**config.mk**
```make
export PLATFORM = sky130hd
export DESIGN_NAME = tmch_timer
export DESIGN_NICKNAME = d
export VERILOG_FILES = /design/src/tmch_pkg.sv /design/src/tmch_regs.sv /design/src/tmch_timer.sv
export VERILOG_INCLUDE_DIRS = /design/src
export SDC_FILE = /design/constraint.sdc
export NUM_CORES = 1
export LEC_CHECK = 0
export BUFFER_PORTS_ARGS = -buffer_cell sky130_fd_sc_hd__buf_2
export CORE_ASPECT_RATIO = 0.8
export CORE_UTILIZATION = 57
export DETAILED_ROUTE_END_ITERATION = 8
export GPL_TIMING_DRIVEN = 0
export PLACE_DENSITY = 0.82
export SLEW_MARGIN = 30
export SYNTH_ARGS = -nofsm -noshare
export SYNTH_HDL_FRONTEND = slang
export SYNTH_SLANG_ARGS = --single-unit
```
**constraint.sdc**
```tcl
create_clock -name clk_sys -period 5.4 [get_ports clk_sys]
set_input_delay 0.54 -clock clk_sys [delete_from_list [all_inputs] [get_ports clk_sys]]
set_output_delay 0.54 -clock clk_sys [all_outputs]
set_load 0.02 [all_outputs]
```
**src/tmch_defines.svh**
```systemverilog
// Constants for the timer mode control block: register offsets, field
// positions, reset values and mode codes.
// Assumes inclusion by bare name from files in the same folder.
`ifndef TMCH_DEFINES_SVH
`define TMCH_DEFINES_SVH

// ----------------------------------------
// Register word offsets (byte addresses)
// ----------------------------------------
`define TMCH_ADR_CTRL    8'h00
`define TMCH_ADR_PERIOD  8'h04
`define TMCH_ADR_COUNT   8'h08
`define TMCH_ADR_STATUS  8'h0c

// ----------------------------------------
// Control register fields
// ----------------------------------------
`define TMCH_CTRL_RUN    0
`define TMCH_CTRL_DBG    1
`define TMCH_CTRL_MODE_LO 8
`define TMCH_CTRL_MODE_HI 12

// ----------------------------------------
// Reset values
// ----------------------------------------
`define TMCH_PERIOD_RST  8'hff
`define TMCH_COUNT_RST   8'h00
`define TMCH_MODE_RST    5'h00

// ----------------------------------------
// Mode group codes (upper two bits)
// ----------------------------------------
`define TMCH_GRP_FREE    2'h0
`define TMCH_GRP_ONESHOT 2'h1
`define TMCH_GRP_MONO    2'h2

// Lower three bits
`define TMCH_LO_0 3'h0
`define TMCH_LO_1 3'h1
`define TMCH_LO_2 3'h2
`define TMCH_LO_3 3'h3
`define TMCH_LO_4 3'h4
`define TMCH_LO_5 3'h5
`define TMCH_LO_6 3'h6
`define TMCH_LO_7 3'h7

`endif

```
**src/tmch_pkg.sv**
```systemverilog
// Types shared by the timer mode control block.
// Assumes the defines header is compiled alongside.
package tmch_pkg;

	// Counter run state
	typedef enum logic [1:0] {
		TMCH_IDLE,
		TMCH_ARMED,
		TMCH_RUN
	} tmch_state_t;

	// Decoded control settings travel together
	typedef struct packed {
		logic [4:0] mode;
		logic       run;
		logic       dbg;
	} tmch_ctrl_t;

	// Edge and level view of the synchronised trigger
	typedef struct packed {
		logic lvl;
		logic rise;
		logic fall;
	} tmch_trig_t;

endpackage

```
**src/tmch_regs.sv**
```systemverilog
// Small register store for the period word with a registered
// read port. Assumes a single clock and active-low asynchronous reset.
`timescale 1ns/1ps
`default_nettype none
`include "tmch_defines.svh"

module tmch_regs #(
	parameter int WIDTH = 8
) (
	// Clock and reset
	input  wire logic             clk_sys,
	input  wire logic             arst_n,
	input  wire logic             clk_en,
	// Write port
	input  wire logic             wr_en,
	input  wire logic [1:0]       wr_sel,
	input  wire logic [WIDTH-1:0] wr_data,
	// Read port
	input  wire logic [1:0]       rd_sel,
	output logic      [WIDTH-1:0] rd_data,
	// Period always visible to the counter
	output logic      [WIDTH-1:0] period_value
);

	logic [WIDTH-1:0] rd_data_ff;

	// ----------------------------------------
	// Storage
	// ----------------------------------------
	// Period register initialises to all ones
	always_ff @(posedge clk_sys or negedge arst_n) begin
		if (!arst_n) begin
			period_value <= `TMCH_PERIOD_RST;
		end else if (clk_en && wr_en && wr_sel == 2'h1) begin
			period_value <= wr_data;
		end
	end

	// Registered read keeps bus timing regular
	always_ff @(posedge clk_sys or negedge arst_n) begin
		if (!arst_n) begin
			rd_data_ff <= `TMCH_PERIOD_RST; // Matches the period store at once
		end else if (clk_en) begin
			rd_data_ff <= (rd_sel == 2'h1) ? period_value : '0;
		end
	end

	assign rd_data = rd_data_ff;

endmodule
`default_nettype wire

```
**src/tmch_timer.sv**
```systemverilog
// Mode control for an 8-bit period timer with hardware limit, reached
// over classic Wishbone. Assumes clk_sys is the prescaled timer clock
// and the trigger pin arrives asynchronously.
`timescale 1ns/1ps
`default_nettype none
`include "tmch_defines.svh"

module tmch_timer #(
	parameter int WIDTH = 8
) (
	// Clock, reset and enable
	input  wire logic             clk_sys,
	input  wire logic             arst_n,
	input  wire logic             clk_en,
	// Wishbone slave
	input  wire logic             wb_cyc_i,
	input  wire logic             wb_stb_i,
	input  wire logic             wb_we_i,
	input  wire logic [7:0]       wb_adr_i,
	input  wire logic [3:0]       wb_sel_i,
	input  wire logic [31:0]      wb_dat_i,
	output logic      [31:0]      wb_dat_o,
	output logic                  wb_ack_o,
	// External reset or trigger pin
	input  wire logic             ext_reset_trigger,
	// Timer outputs
	output logic      [WIDTH-1:0] timer_count,
	output logic                  period_match
);

	// ----------------------------------------
	// Declarations
	// ----------------------------------------
	tmch_pkg::tmch_ctrl_t  ctrl_ff;
	tmch_pkg::tmch_trig_t  trig;
	tmch_pkg::tmch_state_t state_ff;
	tmch_pkg::tmch_state_t nxt_state;
	logic [WIDTH-1:0] count_ff;
	logic [WIDTH-1:0] nxt_count;
	logic [WIDTH-1:0] period_limit;
	logic [WIDTH-1:0] mem_rd;
	logic [31:0]      dat_ff;
	logic             ack_ff;
	logic             match_ff;
	logic             sync1_ff;
	logic             sync2_ff;
	logic             prev_ff;
	logic             clear_run;
	logic             bus_req;
	logic             bus_wr;
	logic             wr_ctrl;
	logic             wr_count;
	logic [1:0]       grp;
	logic [2:0]       lo;
	logic             is_match;
	logic             start_ev;
	logic             reset_ev;
	logic             gate_ok;

	assign grp      = ctrl_ff.mode[4:3];
	assign lo       = ctrl_ff.mode[2:0];
	assign bus_req  = wb_cyc_i && wb_stb_i && !ack_ff;
	assign bus_wr   = bus_req && wb_we_i && wb_sel_i[0];
	assign wr_ctrl  = bus_wr && wb_adr_i == `TMCH_ADR_CTRL;
	assign wr_count = bus_wr && wb_adr_i == `TMCH_ADR_COUNT;
	assign is_match = count_ff == period_limit;

	// ----------------------------------------
	// Trigger synchroniser and edge view
	// ----------------------------------------
	// Two flops before use; prev_ff follows the second for edges
	always_ff @(posedge clk_sys or negedge arst_n) begin
		if (!arst_n) begin
			sync1_ff <= 1'b0;
			sync2_ff <= 1'b0;
			prev_ff  <= 1'b0;
		end else if (clk_en) begin
			sync1_ff <= ext_reset_trigger;
			sync2_ff <= sync1_ff;
			prev_ff  <= sync2_ff;
		end
	end

	// Debug blanks the trigger edges only; the level view passes through unmasked
	always_comb begin
		trig.lvl  = sync2_ff;
		trig.rise = sync2_ff && !prev_ff && !ctrl_ff.dbg;
		trig.fall = !sync2_ff && prev_ff && !ctrl_ff.dbg;
	end

	// ----------------------------------------
	// Mode decode
	// ----------------------------------------
	// Start, reset and gate terms per mode; source timing of the
	// trigger is trusted so no glitch filter here.
	always_comb begin
		start_ev     = 1'b0;
		reset_ev     = 1'b0;
		gate_ok      = 1'b1;
		case (grp)
			`TMCH_GRP_FREE: begin
				case (lo)
					`TMCH_LO_1: gate_ok = ctrl_ff.dbg || trig.lvl;
					`TMCH_LO_2: gate_ok = ctrl_ff.dbg || !trig.lvl;
					`TMCH_LO_3: reset_ev = trig.rise || trig.fall;
					`TMCH_LO_4: reset_ev = trig.rise;
					`TMCH_LO_5: reset_ev = trig.fall;
					`TMCH_LO_6: reset_ev = !ctrl_ff.dbg && !trig.lvl;
					`TMCH_LO_7: reset_ev = !ctrl_ff.dbg && trig.lvl;
					default: gate_ok = 1'b1;
				endcase
			end
			// One-shot: the period match clears run
			`TMCH_GRP_ONESHOT: begin
				case (lo)
					`TMCH_LO_0: start_ev = 1'b1;
					`TMCH_LO_1: start_ev = trig.rise;
					`TMCH_LO_2: start_ev = trig.fall;
					`TMCH_LO_3: start_ev = trig.rise || trig.fall;
					`TMCH_LO_4: begin
						start_ev = trig.rise;
						reset_ev = trig.rise;
					end
					`TMCH_LO_5: begin
						start_ev = trig.fall;
						reset_ev = trig.fall;
					end
					`TMCH_LO_6: begin
						start_ev = trig.rise;
						reset_ev = !ctrl_ff.dbg && !trig.lvl;
					end
					default: begin
						start_ev = trig.fall;
						reset_ev = !ctrl_ff.dbg && trig.lvl;
					end
				endcase
			end
			// Monostable edge modes keep run at the match
			`TMCH_GRP_MONO: begin
				case (lo)
					`TMCH_LO_1: start_ev = trig.rise;
					`TMCH_LO_2: start_ev = trig.fall;
					`TMCH_LO_3: start_ev = trig.rise || trig.fall;
					`TMCH_LO_6: begin
						start_ev = !ctrl_ff.dbg && trig.lvl;
						reset_ev = !ctrl_ff.dbg && !trig.lvl;
					end
					`TMCH_LO_7: begin
						start_ev = !ctrl_ff.dbg && !trig.lvl;
						reset_ev = !ctrl_ff.dbg && trig.lvl;
					end
					default: gate_ok = 1'b0;
				endcase
			end
			default: gate_ok = 1'b0;
		endcase
	end

	// ----------------------------------------
	// Run state and counter next values
	// ----------------------------------------
	always_comb begin
		nxt_state = state_ff;
		nxt_count = count_ff;
		clear_run = 1'b0;
		if (!ctrl_ff.run) begin
			// Edge modes drop back to waiting so a fresh edge is needed
			nxt_state = tmch_pkg::TMCH_IDLE;
		end else if (grp == `TMCH_GRP_FREE) begin
			nxt_state = tmch_pkg::TMCH_RUN;
			if (reset_ev) begin
				nxt_count = `TMCH_COUNT_RST;
			end else if (gate_ok) begin
				nxt_count = is_match ? `TMCH_COUNT_RST : count_ff + 1'b1;
			end
		end else if (!gate_ok) begin
			nxt_state = tmch_pkg::TMCH_IDLE;
		end else begin
			case (state_ff)
				tmch_pkg::TMCH_IDLE: begin
					if (start_ev) begin
						nxt_state = tmch_pkg::TMCH_RUN;
					end
				end
				tmch_pkg::TMCH_RUN: begin
					if (reset_ev) begin
						nxt_count = `TMCH_COUNT_RST;
					end else if (is_match) begin
						nxt_count = `TMCH_COUNT_RST;
						nxt_state = tmch_pkg::TMCH_IDLE;
						clear_run = grp == `TMCH_GRP_ONESHOT
							|| lo[2:1] == 2'h3;
					end else begin
						nxt_count = count_ff + 1'b1;
					end
				end
				default: nxt_state = tmch_pkg::TMCH_IDLE;
			endcase
			// Monostable level modes clear the count and idle while held, restarting on the level alone
			if (grp == `TMCH_GRP_MONO && lo[2:1] == 2'h3 && reset_ev) begin
				nxt_state = tmch_pkg::TMCH_IDLE;
				nxt_count = `TMCH_COUNT_RST;
			end
		end
	end

	// State register
	always_ff @(posedge clk_sys or negedge arst_n) begin
		if (!arst_n) begin
			state_ff <= tmch_pkg::TMCH_IDLE;
		end else if (clk_en) begin
			state_ff <= nxt_state;
		end
	end

	// Counter; a bus write wins over the count update
	always_ff @(posedge clk_sys or negedge arst_n) begin
		if (!arst_n) begin
			count_ff <= `TMCH_COUNT_RST;
		end else if (clk_en) begin
			if (wr_count) begin
				count_ff <= wb_dat_i[WIDTH-1:0];
			end else begin
				count_ff <= nxt_count;
			end
		end
	end

	// Match pulse marks each period event
	always_ff @(posedge clk_sys or negedge arst_n) begin
		if (!arst_n) begin
			match_ff <= 1'b0;
		end else if (clk_en) begin
			match_ff <= ctrl_ff.run && is_match && nxt_count == `TMCH_COUNT_RST
				&& !reset_ev;
		end
	end

	// ----------------------------------------
	// Control register
	// ----------------------------------------
	// Hardware clear of run loses to a software write in the same cycle
	always_ff @(posedge clk_sys or negedge arst_n) begin
		if (!arst_n) begin
			ctrl_ff.mode <= `TMCH_MODE_RST;
			ctrl_ff.run  <= 1'b0;
			ctrl_ff.dbg  <= 1'b0;
		end else if (clk_en) begin
			if (wr_ctrl) begin
				ctrl_ff.mode <= wb_dat_i[`TMCH_CTRL_MODE_HI:`TMCH_CTRL_MODE_LO];
				ctrl_ff.run  <= wb_dat_i[`TMCH_CTRL_RUN];
				ctrl_ff.dbg  <= wb_dat_i[`TMCH_CTRL_DBG];
			end else if (clear_run) begin
				ctrl_ff.run <= 1'b0;
			end
		end
	end

	// ----------------------------------------
	// Wishbone slave
	// ----------------------------------------
	tmch_regs #(
		.WIDTH(WIDTH)
	) u_regs (
		.clk_sys      (clk_sys),
		.arst_n       (arst_n),
		.clk_en       (clk_en),
		.wr_en        (bus_wr && wb_adr_i == `TMCH_ADR_PERIOD),
		.wr_sel       (2'h1),
		.wr_data      (wb_dat_i[WIDTH-1:0]),
		.rd_sel       (2'h1),
		.rd_data      (mem_rd),
		.period_value (period_limit)
	);

	// One-cycle ack, dropped the cycle after; unmapped reads give zero
	always_ff @(posedge clk_sys or negedge arst_n) begin
		if (!arst_n) begin
			ack_ff <= 1'b0;
			dat_ff <= 32'h0000_0000;
		end else if (clk_en) begin
			ack_ff <= bus_req;
			if (bus_req && !wb_we_i) begin
				if (wb_adr_i == `TMCH_ADR_CTRL) begin
					dat_ff <= {19'h0, ctrl_ff.mode, 6'h00, ctrl_ff.dbg, ctrl_ff.run};
				end else if (wb_adr_i == `TMCH_ADR_PERIOD) begin
					// Registered store port; the ack cycle after a period write
					// blocks any read, so the port already holds the new value
					dat_ff <= {{(32-WIDTH){1'b0}}, mem_rd};
				end else if (wb_adr_i == `TMCH_ADR_COUNT) begin
					dat_ff <= {{(32-WIDTH){1'b0}}, count_ff};
				end else if (wb_adr_i == `TMCH_ADR_STATUS) begin
					dat_ff <= {29'h0, sync2_ff, state_ff};
				end else begin
					dat_ff <= 32'h0000_0000;
				end
			end
		end
	end

	// ----------------------------------------
	// Outputs
	// ----------------------------------------
	assign wb_ack_o     = ack_ff;
	assign wb_dat_o     = dat_ff;
	assign timer_count  = count_ff;
	assign period_match = match_ff;

endmodule
`default_nettype wire

```
==> summary.md <==
| Metric | Value |
|---|---|
| Vias in the first global route | `2581` |
| RSZ-0062 raised after global routing | `false` |
| Lkg Pwr | `1.699 nW` |
| Crit-path cells | `buf_2 > nor4_1 > nand2_1 > clkbuf_1 > or3_1 > nor3_1 > clkbuf_1 > mux2_2` |
| I/O Buffers | `49` |
| Crit path required time | `5.60 ns` |
| GRT overflow | `0` |
| Max Clk Rate | `381.9 MHz` |
| Period utilization | `0.4849` |
| CP Launch Type | `input pin` |
| EDFF count, synth | `0` |
| Final Skew | `0.006946 ns` |
| Sw Share | `0.3169` |
| Clk Latency, worst-skew pair | `0.31 ns` |
| Sequential Power Share | `0.494` |
| Synthesized instance count | `333` |
| First-pass GRT wire length | `12570 um` |
| Vias per inst | `5.825` |
| H-tree levels | `2` |
| Synth top area cells | `dfrtp_1 (26%), dfstp_2 (13%), mux2_2 (7.9%), buf_4 (4.8%), nand2_1 (3.6%)` |
| 1st-pass router iterations | `5` |
| Reg2reg path depth | `8` |
| Antenna viol nets, final | `0` |
| Int Pwr | `0.5564 mW` |
| Clock Power Share | `0.283` |
| Min Tclk post-route | `2.618 ns` |
| CP endpoint kind | `flip-flop` |
| Status | `finished clean` |
| Post-Syn Area per Cell | `9.788 um^2` |
| Fraction of layout instances using a drive strength above 1 | `0.3480` |
| IO Count | `93` |
| ANT cells | `0` |
| Final TNS setup | `0 ns` |
| Die height | `69.64 um` |
| Crit path top cell by count | `clkbuf_1` |
| Yosys warnings | `0` |
| Worst Max-Slew Pin Slew | `0.9708 ns` |
| Synth Cell Area | `0.003259 mm^2` |
| Pwr/cell area | `216.7 mW/mm^2` |
| Area of the multi-input gates | `0.001708 mm^2` |
| Non-filler cells, final | `486` |
| CTS tree | `done` |
| Num rows | `24` |
| Drt total wl | `7624 um` |
| Synth cell count leaders | `dfrtp_1 (34), nand2_1 (31), mux2_2 (23)` |
| Post-synthesis register bit count | `50` |
| Max Slew Vio Count | `0` |
| Post-CTS resize count | `0` |
| R2R Path Start | `ctrl_ff[3]$_DFFE_PN0P_` |
| CP Max Fanout | `10` |
| Worst-path clk slew | `0.10 ns` |
| Post-synthesis sequential area ratio | `0.3900` |
| MaxCap Viol Count | `0` |
| Final net count | `463` |
| WP data arrival | `2.82 ns` |
| Core box area | `0.005465 mm^2` |
| Reg2reg end | `period_match$_DFFE_PN0P_` |
| Hold_buf cts | `0` |
| Hold WC Path Type | `in -> async` |
| Top cell type's share of synthesized area | `0.2610` |
| First-iteration detailed-routing DRC count | `305` |
| Post-synth cell types | `66` |
| Post-DR wirelength/cell | `15.69 um` |
| Setup slack, reg-to-reg | `2.84 ns` |
| Final setup fails | `0` |
| Final Hold Fails | `0` |
| HPWL after DPL | `5729 um` |
| Logic pwr share | `0.223` |
| Die X | `86.55 um` |
| Root Driver | `clkbuf_8` |
| # DRC | `0` |
| Initial antenna violation count | `0` |
| Main synth FF type | `dfrtp_1` |
| Sw Pwr | `0.2581 mW` |
| GRT Total Usage | `0.2677` |
| CP max stage delay | `0.40 ns` |
| Post-CTS Setup Inserts | `0` |
| # clock sinks | `50` |
| Crit Path Category | `in -> reg` |
| Die ar. | `0.006027 mm^2` |
| Ys async rst share | `1.000` |
| GPL Wtd Cong | `0.8936` |
| Initial Util | `0.5964` |
| Vias | `2831` |
| Max Root-Sink Buffers | `2` |
| CP max-delay cell | `mux2_2` |
| Fill cells | `448` |
| Largest net degree at the start of global routing | `51` |
| VDD IR max | `0.0001630 V` |
| FF/Latch Area | `0.001271 mm^2` |
| Count leader, synth | `dfrtp_1` |
| Slew margin rel. | `0.3474` |
| Placed Cells | `478` |
| Layout area overhead | `15.32%` |
| Largest area contributor in the netlist | `dfrtp_1` |
| CTS Buf Count | `5` |
[state kept, by name, summed over array words and instances, names as in the netlist, 7 cells and up]
| signal | cells |
|---|---|
| u_regs.period_value | 8 |
| ctrl_ff | 7 |
| wb_dat_o | 13 |
| timer_count | 8 |
| u_regs.rd_data | 8 |
[worst max-delay path, delay by kind of cell]
kind / cells / cell delay (ns)
simple gates: 4 / 1.16
buf+inv: 3 / 0.71
mux: 1 / 0.40
[how the worst max path moves through the flow]
stage	endpoint	start	cells after the start	slack (ns)
2_1_floorplan	ctrl_ff[0]$_DFFE_PN0P_	wb_adr_i[5]	7	2.90
3_3_place_gp	ctrl_ff[0]$_DFFE_PN0P_	wb_adr_i[5]	8	2.51
3_5_place_dp	ctrl_ff[2]$_DFFE_PN0P_	wb_adr_i[5]	8	2.44
4_1_cts	ctrl_ff[2]$_DFFE_PN0P_	wb_adr_i[5]	8	2.77
5_1_grt	ctrl_ff[2]$_DFFE_PN0P_	wb_adr_i[5]	8	2.58
6_report	ctrl_ff[2]$_DFFE_PN0P_	wb_adr_i[5]	8	2.78
[area by class of cell]
| class | count | area share |
|---|---|---|
| buffer | 39 | 0.07956 |
| tap | 78 | 0.02597 |
| timing repair buffer | 49 | 0.06591 |
| multi-input combinational | 249 | 0.4544 |
| clock inverter | 2 | 0.003662 |
| sequential | 50 | 0.3382 |
| clock buffer | 6 | 0.01931 |
| inverter | 13 | 0.01298 |
[power by group through the flow]
| stage | Combinational (mW) | Clock (mW) | Sequential, mW |
|---|---|---|---|
| after floorplan | 0.120 | 0 | 0.416 |
| after global placement | 0.176 | 0 | 0.408 |
| after detailed placement | 0.179 | 0 | 0.408 |
| after CTS | 0.180 | 0.231 | 0.402 |
| after global routing | 0.199 | 0.244 | 0.404 |
| final | 0.182 | 0.231 | 0.402 |
[through the flow]
step	power [mW]	instance area [um^2]	hold slack [ns]	util	setup slack, ns
after floorplan	0.5357	3327	0.2444	-	2.899
after global placement	0.5834	3670	0.4636	0.6715	2.511
after detailed placement	0.5875	3672	0.4653	0.6719	2.441
after CTS	0.8124	3759	0.2650	0.6877	2.771
after global routing	0.8470	3759	0.2836	0.6877	2.581
final	0.8145	3759	0.2276	0.6877	2.782
[cell families (layout without fill, tap and decap cells)]
group,count (synthesis),after routing,synth area share
AND/OR/NAND/NOR,91,91,0.1493
buffers and inverters,52,109,0.1067
adder cells (fa/ha/maj),5,5,0.01919
multiplexers,26,26,0.09251
XOR/XNOR,11,11,0.02956
AO/OA/AOI/OAI,97,97,0.2115
flip-flops,50,50,0.3900
other,1,19,0.001151
[layer usage]
metal | global-route usage | up-vias | routed length, um
met4 | 0.08519 | 0 | 145
met3 | 0.03690 | 15 | 539
li1 | - | 1337 | -
met5 | 0 | - | 0
met2 | 0.3959 | 134 | 3336
met1 | 0.4050 | 1345 | 3602
[layout by cell type, fill, tap and decap left out, types with 2 or more instances in the layout]
master,instances
a211oi_1,8
a211oi_2,2
a21oi_1,13
a22o_1,5
a22oi_1,6
a31oi_1,4
and2_1,2
and3_1,2
buf_2,49
buf_4,22
buf_6,3
clkbuf_1,10
clkbuf_8,10
conb_1,19
dfrtp_1,34
dfstp_2,16
ha_1,5
inv_1,13
mux2_2,23
mux2i_1,2
nand2_1,31
nand2b_1,7
nand3_1,7
nand3b_1,3
nand4_1,5
nor2_1,12
nor2b_1,2
nor3_1,4
nor4_1,3
o21ai_0,20
o22ai_1,8
o311ai_0,3
o31ai_1,10
or3b_2,2
xor2_1,10
(Power assumes the default switching activity.)
